[config.mk]
export PLATFORM = sky130hd
export DESIGN_NAME = epr_router
export DESIGN_NICKNAME = d
export VERILOG_FILES = /design/src/epr_pkg.sv /design/src/epr_bitclk.sv /design/src/epr_router.sv
export VERILOG_INCLUDE_DIRS = /design/src
export SDC_FILE = /design/constraint.sdc
export NUM_CORES = 1
export LEC_CHECK = 0
export BUFFER_PORTS_ARGS = -buffer_cell sky130_fd_sc_hd__buf_4
export CAP_MARGIN = 20
export CORE_MARGIN = 4
export CORE_UTILIZATION = 45
export CTS_CLUSTER_SIZE = 14
export DETAILED_ROUTE_END_ITERATION = 16
export GPL_TIMING_DRIVEN = 0
export PLACE_DENSITY = 0.64
export SLEW_MARGIN = 20
export SYNTH_ARGS = -nofsm -noshare
export SYNTH_HDL_FRONTEND = slang
export SYNTH_HIERARCHICAL = 1
export SYNTH_SLANG_ARGS = --single-unit
[constraint.sdc]
create_clock -name ref_clk -period 3.3 [get_ports ref_clk]
set_clock_uncertainty 0.2 [all_clocks]
set_input_delay 0.495 -clock ref_clk [delete_from_list [all_inputs] [get_ports ref_clk]]
set_output_delay 0.495 -clock ref_clk [all_outputs]
set_load 0.01 [all_outputs]
[src/epr_regs.svh]
// Constants for the event pin router and continuous data port.
// Assumes inclusion by bare name from the package and the modules.
`ifndef EPR_REGS_SVH
`define EPR_REGS_SVH
// Field positions of the routing codes in config register a
`define EPR_A_PIN0_LSB 6
`define EPR_A_PIN1_LSB 4
`define EPR_A_PIN2_LSB 2
`define EPR_A_PIN3_LSB 0
// Field position of pin 5 code in config register b
`define EPR_B_PIN5_LSB 4
// Reset values of config registers
`define EPR_CFG_A_RST 8'h00
`define EPR_CFG_B_RST 8'h00
// Fixed framing limits
`define EPR_MAX_PLAIN 8'hFF
`define EPR_MAX_CIPHER 8'h41
`define EPR_MAX_CIPHER_MSG 8'h40
// Bit clock half period on the continuous port
`define EPR_BIT_HALF 16'h0004
`endif

[src/epr_pkg.sv]
// Types shared by the event pin router files.
// Assumes epr_regs.svh is reachable by bare name.
package epr_pkg;
	`include "epr_regs.svh"
	// ===================================================
	// Operating modes and framing kinds
	typedef enum logic [2:0] {
		EPR_SLEEP, EPR_STDBY, EPR_SYNTH, EPR_RX, EPR_TX
	} epr_mode_t;
	typedef enum logic [1:0] {
		EPR_FRM_FIXED, EPR_FRM_VAR, EPR_FRM_UNLIM
	} epr_frame_t;
endpackage

[src/epr_bitclk.sv]
// Bit clock generator for the continuous data port.
// Assumes one clock; emits a level clock and edge pulses.
`timescale 1ns/1ps
`include "epr_regs.svh"
module epr_bitclk
	import epr_pkg::*;
#(
	parameter logic [15:0] HALF = `EPR_BIT_HALF
) (
	input  wire logic ref_clk,
	input  wire logic rst_n,
	input  wire logic run,
	output logic      bclk,
	output logic      rise,
	output logic      fall
);
	logic [15:0] cnt_r;
	// ===================================================
	// Divider; halts low when not running, with one fall pulse if stopped while high
	always_ff @(posedge ref_clk or negedge rst_n) begin
		if (!rst_n) begin
			cnt_r <= 16'h0000;
			bclk  <= 1'b0;
			rise  <= 1'b0;
			fall  <= 1'b0;
		end else if (!run) begin
			cnt_r <= 16'h0000;
			rise  <= 1'b0;
			fall  <= bclk;
			bclk  <= 1'b0;
		end else if (cnt_r == HALF - 16'h0001) begin
			cnt_r <= 16'h0000;
			bclk  <= ~bclk;
			rise  <= ~bclk;
			fall  <= bclk;
		end else begin
			cnt_r <= cnt_r + 16'h0001;
			rise  <= 1'b0;
			fall  <= 1'b0;
		end
	end
endmodule // epr_bitclk

[src/epr_router.sv]
// Event pin router with continuous serial data port and framing select.
// Assumes status inputs come from other clocks or pins and are synchronised here.
`timescale 1ns/1ps
`include "epr_regs.svh"
module epr_router
	import epr_pkg::*;
(
	input  wire logic       ref_clk,
	input  wire logic       rst_n,
	input  wire epr_mode_t  op_mode,
	input  wire logic       packet_mode,
	input  wire logic [7:0] pin_route_cfg_a,
	input  wire logic [7:0] pin_route_cfg_b,
	input  wire logic       bitsync_cfg,
	input  wire logic       frame_format_sel,
	input  wire logic [7:0] payload_len_cfg,
	input  wire logic       cipher_on,
	input  wire logic       ref_clock_output,
	input  wire logic       synth_locked,
	input  wire logic       mode_settled,
	input  wire logic       auto_seq_active,
	input  wire logic       receiver_up,
	input  wire logic       transmitter_up,
	input  wire logic       signal_level_flag,
	input  wire logic       rx_wait_expired,
	input  wire logic       pattern_match,
	input  wire logic       queue_full,
	input  wire logic       queue_has_data,
	input  wire logic       queue_over_threshold,
	input  wire logic       check_passed,
	input  wire logic       payload_available,
	input  wire logic       frame_sent,
	input  wire logic       demod_raw,
	input  wire logic       pkt_rx_data,
	input  wire logic       event_pin_2_in,
	output logic            event_pin_0,
	output logic            event_pin_1,
	output logic            event_pin_3,
	output logic            event_pin_5,
	output logic            event_pin_2_out,
	output logic            event_pin_2_oe_n,
	output logic            tx_bit,
	output logic            tx_bit_valid,
	output logic            bitsync_on,
	output logic            queue_enable,
	output logic            queue_spi_ok,
	output epr_frame_t      frame_kind,
	output logic            length_byte_on_air,
	output logic            payload_len_bad
);
	localparam int NS = 18;
	// Status vector order
	localparam int S_CLK = 0, S_LCK = 1, S_MRD = 2, S_AUT = 3, S_RXU = 4, S_TXU = 5;
	localparam int S_RSS = 6, S_TMO = 7, S_SYN = 8, S_FFL = 9, S_FNE = 10, S_FLV = 11;
	localparam int S_CRC = 12, S_PRD = 13, S_PST = 14, S_DAT = 15, S_DCK = 16, S_ZRO = 17;

	logic [NS-1:0] st_raw, st_m_r, st_r, st_prev_r;
	logic          din_m_r, din_r;
	logic          data_win_r;
	logic          rx_data_r;
	logic          bclk, brise, bfall;
	logic [4:0]    sel0, sel1, sel2, sel3, sel5;
	logic          is_rx, is_tx, cont, run_clk;

	// ===================================================
	// Input synchronisers: all status lines cross from outside
	assign st_raw = {1'b0, 1'b0, 1'b0, frame_sent, payload_available, check_passed,
		queue_over_threshold, queue_has_data, queue_full, pattern_match, rx_wait_expired,
		signal_level_flag, transmitter_up, receiver_up, auto_seq_active, mode_settled,
		synth_locked, ref_clock_output};
	always_ff @(posedge ref_clk or negedge rst_n) begin
		if (!rst_n) begin
			st_m_r    <= '0;
			st_r      <= '0;
			st_prev_r <= '0;
			din_m_r   <= 1'b0;
			din_r     <= 1'b0;
		end else begin
			st_m_r    <= st_raw;
			st_r      <= st_m_r;
			st_prev_r <= st_r;
			din_m_r   <= event_pin_2_in;
			din_r     <= din_m_r;
		end
	end

	assign is_rx   = (op_mode == EPR_RX);
	assign is_tx   = (op_mode == EPR_TX);
	assign cont    = !packet_mode;
	// Bit clock runs in continuous transmit, or in continuous receive with synchronizer on
	assign run_clk = cont && (is_tx || (is_rx && bitsync_cfg));

	epr_bitclk #(
		.HALF (`EPR_BIT_HALF)
	) u_bitclk (
		.ref_clk (ref_clk),
		.rst_n   (rst_n),
		.run     (run_clk),
		.bclk    (bclk),
		.rise    (brise),
		.fall    (bfall)
	);

	// ===================================================
	// Packet receive data window between two rising edges
	always_ff @(posedge ref_clk or negedge rst_n) begin
		if (!rst_n) begin
			data_win_r <= 1'b0;
		end else if (!(packet_mode && is_rx)) begin
			data_win_r <= 1'b0;
		end else if (st_r[S_PRD] && !st_prev_r[S_PRD]) begin
			data_win_r <= 1'b0;
		end else if (st_r[S_RXU] && !st_prev_r[S_RXU]) begin
			data_win_r <= 1'b1;
		end
	end

	// ===================================================
	// Receive data: raw or cleaned on bit clock falling edge
	always_ff @(posedge ref_clk or negedge rst_n) begin
		if (!rst_n) begin
			rx_data_r <= 1'b0;
		end else if (packet_mode) begin
			rx_data_r <= pkt_rx_data & data_win_r;
		end else if (!bitsync_cfg) begin
			rx_data_r <= demod_raw;
		end else if (bfall) begin
			rx_data_r <= demod_raw;
		end
	end

	// ===================================================
	// Transmit data sampled on each bit clock rising edge
	always_ff @(posedge ref_clk or negedge rst_n) begin
		if (!rst_n) begin
			tx_bit       <= 1'b0;
			tx_bit_valid <= 1'b0;
		end else begin
			tx_bit_valid <= cont && is_tx && brise;
			if (cont && is_tx && brise) begin
				tx_bit <= din_r;
			end
		end
	end

	// ===================================================
	// Selection tables; unassigned combinations pick the zero slot
	function automatic logic [4:0] map_sel(input logic pkt, input epr_mode_t m,
			input logic [2:0] pin, input logic [1:0] c);
		logic [4:0] s;
		s = 5'(S_ZRO);
		if (!pkt) begin
			unique case (m)
				EPR_SLEEP, EPR_STDBY, EPR_SYNTH: begin
					if (pin == 3'd3 && c == 2'b10) s = 5'(S_AUT);
					if ((pin == 3'd5 || pin == 3'd0) && c == 2'b11) s = 5'(S_MRD);
					if (m != EPR_SLEEP && pin == 3'd5 && c == 2'b00) s = 5'(S_CLK);
					if (m == EPR_SYNTH && pin == 3'd0 && c == 2'b00) s = 5'(S_LCK);
					if (m == EPR_SYNTH && pin == 3'd1 && c == 2'b11) s = 5'(S_LCK);
				end
				EPR_RX: begin
					unique case (pin)
						3'd5: s = 5'(c == 2'b00 ? S_CLK : c == 2'b01 ? S_RSS : c == 2'b10 ? S_ZRO : S_MRD);
						3'd3: s = 5'(c == 2'b00 ? S_RSS : c == 2'b01 ? S_RXU : c == 2'b10 ? S_AUT : S_TMO);
						3'd1: s = 5'(c == 2'b00 ? S_DCK : c == 2'b01 ? S_RXU : c == 2'b10 ? S_ZRO : S_SYN);
						3'd0: s = 5'(c == 2'b00 ? S_SYN : c == 2'b01 ? S_TMO : c == 2'b10 ? S_RSS : S_MRD);
						default: s = 5'(S_DAT);
					endcase
				end
				EPR_TX: begin
					unique case (pin)
						3'd5: s = 5'(c == 2'b10 ? S_ZRO : c == 2'b11 ? S_MRD : S_CLK);
						3'd3: s = 5'(c == 2'b10 ? S_AUT : S_TXU);
						3'd1: s = 5'(c == 2'b00 ? S_DCK : c == 2'b01 ? S_TXU : c == 2'b10 ? S_ZRO : S_LCK);
						3'd0: s = 5'(c == 2'b00 ? S_LCK : c == 2'b01 ? S_TXU : c == 2'b10 ? S_ZRO : S_MRD);
						default: s = 5'(S_DAT);
					endcase
				end
			endcase
		end else if (m == EPR_RX) begin
			unique case (pin)
				3'd5: s = 5'(c == 2'b00 ? S_CLK : c == 2'b01 ? S_DAT : c == 2'b10 ? S_ZRO : S_MRD);
				3'd3: s = 5'(c == 2'b00 ? S_FFL : c == 2'b01 ? S_RSS : c == 2'b10 ? S_SYN : S_LCK);
				3'd2: s = 5'(c == 2'b00 ? S_FNE : c == 2'b01 ? S_DAT : c == 2'b10 ? S_ZRO : S_AUT);
				3'd1: s = 5'(c == 2'b00 ? S_FLV : c == 2'b01 ? S_FFL : c == 2'b10 ? S_FNE : S_TMO);
				default: s = 5'(c == 2'b00 ? S_CRC : c == 2'b01 ? S_PRD : c == 2'b10 ? S_SYN : S_RSS);
			endcase
		end else if (m == EPR_TX) begin
			unique case (pin)
				3'd5: s = 5'(c == 2'b00 ? S_CLK : c == 2'b01 ? S_DAT : c == 2'b10 ? S_ZRO : S_MRD);
				3'd3: s = 5'(c == 2'b00 ? S_FFL : c == 2'b01 ? S_TXU : c == 2'b10 ? S_ZRO : S_LCK);
				3'd2: s = 5'(c == 2'b00 ? S_FNE : c == 2'b01 ? S_DAT : c == 2'b10 ? S_ZRO : S_AUT);
				3'd1: s = 5'(c == 2'b00 ? S_FLV : c == 2'b01 ? S_FFL : c == 2'b10 ? S_FNE : S_LCK);
				default: s = 5'(c == 2'b00 ? S_PST : c == 2'b01 ? S_TXU : c == 2'b10 ? S_ZRO : S_LCK);
			endcase
		end else begin
			// Packet idle modes: queue flags stay visible while the controller fills or drains it
			if (pin == 3'd3 && c == 2'b00) s = 5'(S_FFL);
			if (pin == 3'd2 && c == 2'b00) s = 5'(S_FNE);
			if (pin == 3'd1) s = 5'(c == 2'b00 ? S_FLV : c == 2'b01 ? S_FFL : c == 2'b10 ? S_FNE : S_ZRO);
			if (pin == 3'd5 && c == 2'b11) s = 5'(S_MRD);
			if (m != EPR_SLEEP && pin == 3'd5 && c == 2'b00) s = 5'(S_CLK);
			if (pin == 3'd2 && c == 2'b11) s = 5'(S_AUT);
			if (m == EPR_SYNTH && c == 2'b11 && pin != 3'd5 && pin != 3'd2) s = 5'(S_LCK);
		end
		return s;
	endfunction

	// Codes taken from the two routing registers
	assign sel0 = map_sel(packet_mode, op_mode, 3'd0, pin_route_cfg_a[`EPR_A_PIN0_LSB +: 2]);
	assign sel1 = map_sel(packet_mode, op_mode, 3'd1, pin_route_cfg_a[`EPR_A_PIN1_LSB +: 2]);
	assign sel2 = map_sel(packet_mode, op_mode, 3'd2, pin_route_cfg_a[`EPR_A_PIN2_LSB +: 2]);
	assign sel3 = map_sel(packet_mode, op_mode, 3'd3, pin_route_cfg_a[`EPR_A_PIN3_LSB +: 2]);
	assign sel5 = map_sel(packet_mode, op_mode, 3'd5, pin_route_cfg_b[`EPR_B_PIN5_LSB +: 2]);

	// ===================================================
	// Registered pin drive; pin 2 tristated when the controller drives it
	logic [NS-1:0] vec;
	assign vec = {1'b0, bclk, rx_data_r, st_r[14:0]};
	always_ff @(posedge ref_clk or negedge rst_n) begin
		if (!rst_n) begin
			event_pin_0      <= 1'b0;
			event_pin_1      <= 1'b0;
			event_pin_3      <= 1'b0;
			event_pin_5      <= 1'b0;
			event_pin_2_out  <= 1'b0;
			event_pin_2_oe_n <= 1'b1;
		end else begin
			event_pin_0      <= vec[sel0];
			event_pin_1      <= vec[sel1];
			event_pin_3      <= vec[sel3];
			event_pin_5      <= vec[sel5];
			event_pin_2_out  <= vec[sel2];
			// Continuous transmit: input only, so no fight with the controller
			event_pin_2_oe_n <= cont && is_tx;
		end
	end

	// ===================================================
	// Packet engine enables and framing select
	always_ff @(posedge ref_clk or negedge rst_n) begin
		if (!rst_n) begin
			bitsync_on         <= 1'b0;
			queue_enable       <= 1'b0;
			queue_spi_ok       <= 1'b0;
			frame_kind         <= EPR_FRM_UNLIM;
			length_byte_on_air <= 1'b0;
			payload_len_bad    <= 1'b0;
		end else begin
			bitsync_on   <= packet_mode | bitsync_cfg;
			queue_enable <= packet_mode;
			queue_spi_ok <= packet_mode;
			if (frame_format_sel) begin
				frame_kind         <= EPR_FRM_VAR;
				length_byte_on_air <= 1'b1;
			end else if (payload_len_cfg != 8'h00) begin
				frame_kind         <= EPR_FRM_FIXED;
				length_byte_on_air <= 1'b0;
			end else begin
				frame_kind         <= EPR_FRM_UNLIM;
				length_byte_on_air <= 1'b0;
			end
			// Length counts message plus address; with cipher on, fixed framing caps it at 65
			payload_len_bad <= !frame_format_sel && cipher_on
				&& (payload_len_cfg > `EPR_MAX_CIPHER);
		end
	end
endmodule // epr_router

After elaboration in Yosys (flattened, before gate mapping). Cells that the tools add are included.

$add $sub $neg: 1. Order comparisons: 6. Eq/ne operators: 23. Multiplexer cells: 106. Bitwise gates (word level): 3. Reduce and logical (&&, ||, !) cells: 29.

Operators by type and width (count): $mux W5 (55); $pmux W5 S3 (4); $mux W4 (13); $mux W16 (2); $lt A5 B6 Y1 const B (5); $bmux W1 S5 (5); $eq A2 B2 Y1 const B (10); $mux W1 (18); $mux W3 (6); $add A16 B1 Y16 const B (1); $eq A16 B2 Y1 const B (1); $logic_and A1 B1 Y1 (14); $eq A2 B1 Y1 const B (5); $logic_not A2 Y1 (5); $gt A8 B7 Y1 const B (1); $reduce_bool A8 Y1 (1); $eq A3 B2 Y1 const B (2); $mux W2 (3); $logic_not A1 Y1 (4); $eq A3 B1 Y1 const B (1); $eq A3 B3 Y1 const B (1); $logic_not A3 Y1 (1); $ne A3 B1 Y1 const B (1); $ne A3 B2 Y1 const B (1); 8 further kinds (8).

Flip-flop bits (word level): 81. Bits of input ports: 51. Output and inout port bits: 15. Logic and storage cells: 192.

Longest topological paths before layout. Gate-level depths: netlist of run 1.

Depth in word-level cells: 10. Mapped depth: 10. Depth with buffers taken out: 9.

Hierarchy. Netlist of run 1, hierarchy kept.

Modules (own cells, without submodules): epr_router (instances 1, cells each 307, area each 3042.9 um2, sequential area each 1228.7 um2); epr_bitclk (instances 1, cells each 87, area each 923.4 um2, sequential area each 475.5 um2).

Worst setup path before layout of run 1. No wires, ideal clock.

Path type: input port to flip-flop. From: in pin_route_cfg_b[4]. To: reg event_pin_5. Setup time: 0.133 ns. Arrival time: 2.128 ns. Data required time: 2.967 ns. Path slack: 0.838 ns. Stages: 7. Path buffers: 0. Cell sequence: inv_1 -> ha_1 -> mux2_2 -> o21ai_2 -> mux4_2 -> a31oi_1 -> o211ai_1.

Word-level cells in the longest chain between the ends: 9. Elaborated cells on any way between the ends: 20. Those cells by class: eq/ne (3); mux (15); reduce/logical (2).

Ends and longest elaborated chain: start: declaration (RTL line epr_router.sv:13) `input wire logic [7:0] pin_route_cfg_b,`; $eq A2 B2 Y1; $mux W5 (RTL line epr_router.sv:163, epr_router.sv:182, epr_router.sv:190); $mux W5 (2 in series) (RTL line epr_router.sv:182, epr_router.sv:190); $mux W5 (RTL line epr_router.sv:188) `end else if (m == EPR_TX) begin`; $mux W5 (RTL line epr_router.sv:180) `end else if (m == EPR_RX) begin`; $mux W5 * (RTL line epr_router.sv:152) `if (!pkt) begin`; $bmux W1 S5 * (RTL line epr_router.sv:232) `event_pin_5 <= vec[sel5];`; $mux W1 (implied by the code) * (RTL line epr_router.sv:232); end signal: assignment (RTL line epr_router.sv:232); end: declaration (RTL line epr_router.sv:39) `output logic event_pin_5,`.

Every way passes the cells marked *; elsewhere a longest branch is shown, timed or not. The select of a mux whose other input is x is not followed. A chain may end at the register's enable or synchronous reset.

Final worst setup path of run 1.
From: in pin_route_cfg_a[6]. To: reg event_pin_0.

Word-level cells in the longest chain between the ends: 9. Elaborated cells on any way between the ends: 27. Those cells by class: eq/ne (3); mux (21); reduce/logical (3).

Ends and longest elaborated chain: start: declaration (RTL line epr_router.sv:12) `input wire logic [7:0] pin_route_cfg_a,`; $eq A2 B2 Y1; $mux W5 (3 in series) (RTL line epr_router.sv:194) `default: s = 5'(c == 2'b00 ? S_PST : c == 2'b01 ? S_TXU : c == 2'b10 ? S_ZRO : S_LCK);`; $mux W5 (RTL line epr_router.sv:188); $mux W5 (RTL line epr_router.sv:180); $mux W5 * (RTL line epr_router.sv:152); $bmux W1 S5 * (RTL line epr_router.sv:229) `event_pin_0 <= vec[sel0];`; $mux W1 (implied by the code) * (RTL line epr_router.sv:229); end signal: assignment (RTL line epr_router.sv:229); end: declaration (RTL line epr_router.sv:36) `output logic event_pin_0,`.

Marks and branches as above.

==> out/metrics.yaml, run 1 <==
pwr:
  total_leakage_power_nw: 2.11
  power.density_nw_per_um2: 381
  irDropWorstVdd_mv: 0.255
timing:
  period_share_pct: 78.9
  finalSetupViolations: 0
  rsz0062_at_grt: "false"
  whs_ns: 0.0481
  setup_tns_ns: 0
  relSlewSlack_pct: 44.6
  maxSlewViolCount: 0
  min_period_ns: 2.60
  hold_viol: 0
  max_slew.worst_pin.slew_ns: 0.832
  max_clock_freq_mhz: 384
placed_design:
  numPortBuffers: 59
  routabilityCongestion: 0.910
  hpwlAfterDp_um: 6720
  dp.cells: 558
logic_synthesis:
  syn-num-nets: 467
  synth_edf_count: 0
  yosysSeqAreaShare_pct: 43.0
  ys_async_sr_fraction_pct: 100
  synthCells: 394
  netlist-cell-type-count: 63
  yosys.area.top_type: "dfrtp_1"
  synth_warnings: 6
  synth-main-ff-cell: "dfrtp_1"
  postSynthAreaPerCell_um2: 10.1
  yosys.area.top_type_share_pct: 41.6
  post_synth_main_area_contributors: "dfrtp_1, ha_1, mux2i_1"
  netlist_area_um2: 3970
  ys_ff_latch: 68
flow_run:
  max-cap-violations: 0
clock_tree:
  postCtsSetupRepairBufs: 0
  hold_buffers: 0
  clock_path_buffers: 2
  clk_latency_ns: 0.34
  clk_pin_slew_ns: 0.08
  cts_root_buffer: "clkbuf_8"
  tritoncts: "done"
  numClockSinks: 68
  h-tree-depth: 3
  numCtsBuffers: 9
  cts_resized: 0
drt:
  drtIter0Drc: 192
  route.detailed.drc: 0
  ant_nets: 0
  routed_wl_um: 9220
  avgRoutedWirePerCell_um: 16.1
  drt-pass1-iter-count: 5
  viasPerCell: 5.67
  dr_total_vias: 3256
worst_setup_path:
  critPathMaxFanout: 9
  cp.required_ns: 3.31
  end_kind: "flop"
  cp_num_buf_inv: 3
  rrSetupSlack_ns: 1.21
  crit_family: "buffers and inverters"
  max_stage_delay_ns: 0.38
  cp_data_arrival_time_ns: 2.61
  worst-setup-path-type: "in -> reg"
  crit_top_cell: "mux2i_1"
  cp-start-kind: "primary input"
  critical-path-slowest-cell: "nor4bb_1"
  critical_path.cell_chain: "buf_4 > inv_1 > ha_1 > nor4bb_1 > o21ai_0 > o311ai_0 > buf_2 > mux2i_1 > mux2i_1 > a22oi_1 > nand4_1"
layout:
  final_common_cell: "dfrtp_1"
  instances_no_fill: 574
  nets: 537
  layout-drive-gt1-share_pct: 23.9
  fill_cells: 751
  final_cell_mix: "dfrtp_1, buf_4, nor2_1"
  diodes: 0
  syn_to_final_growth_pct: 19.0
floorplanning:
  die_w_um: 102
  dieHeight_um: 102
  io_pins: 66
  fp.coreArea_um2: 8380
  row_count: 33
  die_area_um2: 10400
  start_util_pct: 47.3
global_route:
  grt_pass1_wl_um: 15400
  grt_max_degree: 69
  grt_usage_pct: 18.9
  grt_remaining_overflow: 0
  grt_antenna_before_repair: 0
  grt_pass1_vias: 3130
min_path:
  hp-class: "in -> async"
status:
  status: "completed"
==> layer usage <==
| metal | global-route usage [%] | up-vias | wire (um) |
|---|---|---|---|
| met5 | 0 | - | 0 |
| met4 | 6.66 | 0 | 144 |
| met3 | 5.12 | 14 | 700 |
| met2 | 28.6 | 123 | 4250 |
| met1 | 26.2 | 1565 | 4120 |
| li1 | - | 1554 | - |
==> state kept, by name (all words and copies together) (netlist names), 2 cells and up <==
signal	cells
u_bitclk/cnt_r	16
st_prev_r	2
st_m_r	15
st_r	15
frame_kind	2
==> synthesized netlist by cell type (all sizes together) (2+ instances only) <==
| cell type | n |
|---|---|
| nor2b | 5 |
| nand3 | 16 |
| nand3b | 3 |
| clkbuf | 6 |
| o21ai | 22 |
| nand2 | 17 |
| a21oi | 19 |
| mux2 | 2 |
| dfrtp | 66 |
| mux2i | 27 |
| o211ai | 3 |
| buf | 14 |
| a22oi | 4 |
| o21a | 3 |
| o22ai | 4 |
| ha | 22 |
| xor2 | 8 |
| nor4 | 9 |
| and2 | 2 |
| a21boi | 2 |
| a31oi | 5 |
| nor3b | 2 |
| nor3 | 15 |
| xnor2 | 8 |
| inv | 20 |
| nand4 | 11 |
| or3 | 4 |
| nor2 | 36 |
| and3 | 4 |
| nand2b | 6 |
| nor4b | 3 |
| dfstp | 2 |
| mux4 | 5 |
==> final cells by class <==
type	instances	area (um2)	share of cell area, %
tap	105	131	2.78
multi-input combinational	286	2080	44.0
buffer	20	111	2.36
inverter	20	75.1	1.59
clock buffer	9	124	2.63
timing repair buffer	59	443	9.39
sequential	68	1700	36.1
clock inverter	7	53.8	1.14
==> cells by family (layout without fill, tap and decap cells) <==
logic type               count (synthesis)  count (layout)  share of synthesized area, %
flip-flops                              68              68                          43.0
XOR/XNOR                                16              16                          3.53
multiplexers                            34              34                          10.2
AO/OA/AOI/OAI                           74              74                          11.9
buffers and inverters                   40             115                          4.70
AND/OR/NAND/NOR                        140             140                          19.8
adder cells (fa/ha/maj)                 22              22                          6.94
==> final timing paths <==
path                            cells after the start            endpoint               start
worst max-delay path                               11         event_pin_0  pin_route_cfg_a[6]
worst min-delay path                                1           st_m_r[1]               rst_n
worst max register to register                      6  u_bitclk/cnt_r[14]   u_bitclk/cnt_r[0]
worst min register to register                      0             st_r[6]           st_m_r[6]
max in group asynchronous                           1          data_win_r               rst_n
min in group ref_clk                                1           st_m_r[1]        synth_locked
==> report_power, final <==
group / switching, mW / leakage, nW / internal (mW)
registers: 0.0253 / 0.849 / 0.865
clock network: 0.336 / 0.0814 / 0.274
logic: 0.157 / 1.18 / 0.142
total: 0.518 / 2.11 / 1.28
==> through the flow <==
| step | worst slack (ns) | cell area, um2 | utilization, % | total power [mW] |
|---|---|---|---|---|
| after detailed placement | 0.433 | 4540 | 54.2 | 1.21 |
| after global routing | 0.459 | 4720 | 56.3 | 1.89 |
| after floorplan | 0.838 | 3970 | - | 1.08 |
| final | 0.695 | 4720 | 56.3 | 1.80 |
| after CTS | 0.775 | 4720 | 56.3 | 1.83 |
| after global placement | 0.498 | 4540 | 54.2 | 1.20 |
Note: power is estimated with default switching activity, not from simulation.
==> inputs of run 2 (changes only) <==
ABC_AREA = 1   (was unset)
clock period = 2.52 ns   (was 3.3 ns; I/O delays follow)
==> run 2 against run 1 <==
  * Register-to-register slack got worse by 0.30 ns
  * Global-route usage increased by 0.33 points
  * Critical path type unchanged
  * Flip-flop and latch count unchanged
  * Final cell count increased by 28%
  * Worst setup slack got worse by 0.24 ns
  * Utilization increased by 1.9 points
  * Total power increased by 44%
==> out/metrics.yaml, run 2 <==
layout:
  syn_to_final_growth_pct: 24.2
  nets: 697
  diodes: 0
  final_area_um2: 5150
  largest_reg_flops: 16
  postLayoutCoreUtil_pct: 58.2
  final_cell_mix: "nand2_1, inv_1, dfrtp_1"
  instances_no_fill: 737
  final_common_cell: "nand2_1"
  layout-drive-gt1-share_pct: 18.9
  fill_cells: 840
  largestRegisters: "u_bitclk/cnt_r x16, st_m_r x15, st_r x15"
  regMostFlops: "u_bitclk/cnt_r"
logic_synthesis:
  netlist-cell-type-count: 44
  synth_mux_area_share_pct: 0.272
  netlist_area_um2: 4150
  synth_commonest_cells: "nand2_1, inv_1, dfrtp_1, nand3_1, nor2_1"
  synth-compound-area-share_pct: 9.18
  synth_top_family_by_area: "simple AND/OR/NAND/NOR gates"
  postSynthAreaPerCell_um2: 7.76
  syn-num-nets: 607
  ys_async_sr_fraction_pct: 100
  yosys.area_share.simple_pct: 33.0
  synth.most_common_cell: "nand2_1"
  yosys.area.top_type_share_pct: 39.8
  post_synth_main_area_contributors: "dfrtp_1, nand2_1, nand3_1"
  yosys.area.top_type: "dfrtp_1"
  synth_warnings: 6
  ys_ff_latch: 68
  synth_fa_ha_area_share_pct: 6.64
  yosysSeqAreaShare_pct: 41.1
  synth_xor_area_share_pct: 1.27
  synth_edf_count: 0
  synth-main-ff-cell: "dfrtp_1"
  synthCells: 534
timing:
  period_share_pct: 82.0
  setup_tns_ns: 0
  max_clock_freq_mhz: 484
  relSlewSlack_pct: 46.3
  worst_slack_ns: 0.453
  max_slew.worst_pin.slew_ns: 0.805
  min_period_ns: 2.07
  finalSetupViolations: 0
  hold_viol: 0
  rsz0062_at_grt: "false"
  maxSlewViolCount: 0
  whs_ns: 0.0589
worst_setup_path:
  worstReg2RegStart: "u_bitclk/cnt_r[0]"
  startpoint: "packet_mode"
  cp-start-kind: "primary input"
  worst-r2r-cell-count: 6
  crit_top_cell: "clkbuf_1"
  critPathMaxFanout: 10
  cp.required_ns: 2.53
  max_stage_delay_ns: 0.45
  end_kind: "flop"
  timing.rr.end: "u_bitclk/cnt_r[10]"
  cp.depth: 7
  rrSetupSlack_ns: 0.91
  critical-path-slowest-cell: "clkbuf_1"
  cp_num_buf_inv: 5
  worst-setup-path-type: "in -> reg"
  setup.worst_path.end: "u_bitclk/cnt_r[13]"
  crit_family: "buffers and inverters"
  cp_data_arrival_time_ns: 2.07
  critical_path.cell_chain: "buf_4 > buf_2 > clkbuf_1 > a21oi_1 > inv_1 > clkbuf_1 > nor2_1"
min_path:
  hp-class: "in -> reg"
  min_from: "bitsync_cfg"
global_route:
  grt_pass1_wl_um: 17400
  grt_usage_pct: 19.2
  grt_max_degree: 69
  grt_pass1_vias: 3692
  grt_antenna_before_repair: 0
  grt_remaining_overflow: 0
drt:
  drt-pass1-iter-count: 5
  routed_wl_um: 9970
  avgRoutedWirePerCell_um: 13.5
  dr_total_vias: 3791
  m1WireLength_um: 4580
  drtIter0Drc: 227
  route.met2.wl_um: 4590
  viasPerCell: 5.14
  met3_length_um: 670
  ant_nets: 0
  top_layer: "met4"
  route.detailed.drc: 0
floorplanning:
  io_pins: 66
  fp.coreArea_um2: 8850
  start_util_pct: 46.8
  dieHeight_um: 104
  die_w_um: 104
  row_count: 34
  die_area_um2: 10800
clock_tree:
  cts_root_buffer: "clkbuf_8"
  clk_latency_ns: 0.33
  numClockSinks: 68
  clk_pin_slew_ns: 0.08
  h-tree-depth: 3
  numCtsBuffers: 9
  tritoncts: "done"
  postCtsSetupRepairBufs: 0
  clock_path_buffers: 2
pwr:
  irDropWorstVdd_mv: 0.323
  power.total_mw: 2.60
  total_leakage_power_nw: 2.56
  power.density_nw_per_um2: 505
flow_run:
  max-cap-violations: 0
placed_design:
  numPortBuffers: 59
  routabilityCongestion: 0.903
  dp_slack_ns: 0.0848
  hpwlAfterDp_um: 7550
  dp.cells: 701
  post_dp_cell_area_um2: 4720
status:
  status: "completed"
run 2: worst min-delay path by stage:
stage | end | cells after the start
floorplan | bitsync_on | 0
global placement | din_r | 0
detailed placement | st_r[2] | 0
CTS | bitsync_on | 2
global route | bitsync_on | 2
finish | bitsync_on | 2
run 2: cells by family (layout without fill, tap and decap cells):
group           Yosys count  after routing
simple gates            293            293
buf+inv                  84            179
flops                    68             68
compound gates           60             60
fa+ha+maj                22             22
xor+xnor                  6              6
mux                       1              1
run 2: repair_timing:
action	CTS	global route
hold buffers	20	0
gates resized for setup	0	0
endpoints found under the hold margin	85	0
run 2: power breakdown:
part	internal (mW)	leakage, nW	switching (mW)	total (mW)
combinational	0.189	1.61	0.254	0.443
sequential	1.13	0.848	0.0245	1.16
clock	0.582	0.105	0.414	0.996
run 2: metal layers:
metal / track usage, % / vias up
met2: 30.7 / 118
met3: 4.22 / 13
li1: - / 1908
met4: 5.51 / 0
met5: 0 / -
met1: 26.2 / 1752
run 2: area by class of cell:
type | count | area, um2 | share of cell area (%)
Buffer | 11 | 81.3 | 1.58
Inverter | 73 | 274 | 5.32
Clock buffer | 10 | 138 | 2.67
Clock inverter | 6 | 87.6 | 1.70
Timing Repair Buffer | 79 | 643 | 12.5
Sequential cell | 68 | 1700 | 33.1
Multi-Input combinational cell | 382 | 2090 | 40.5
Tap cell | 108 | 135 | 2.62
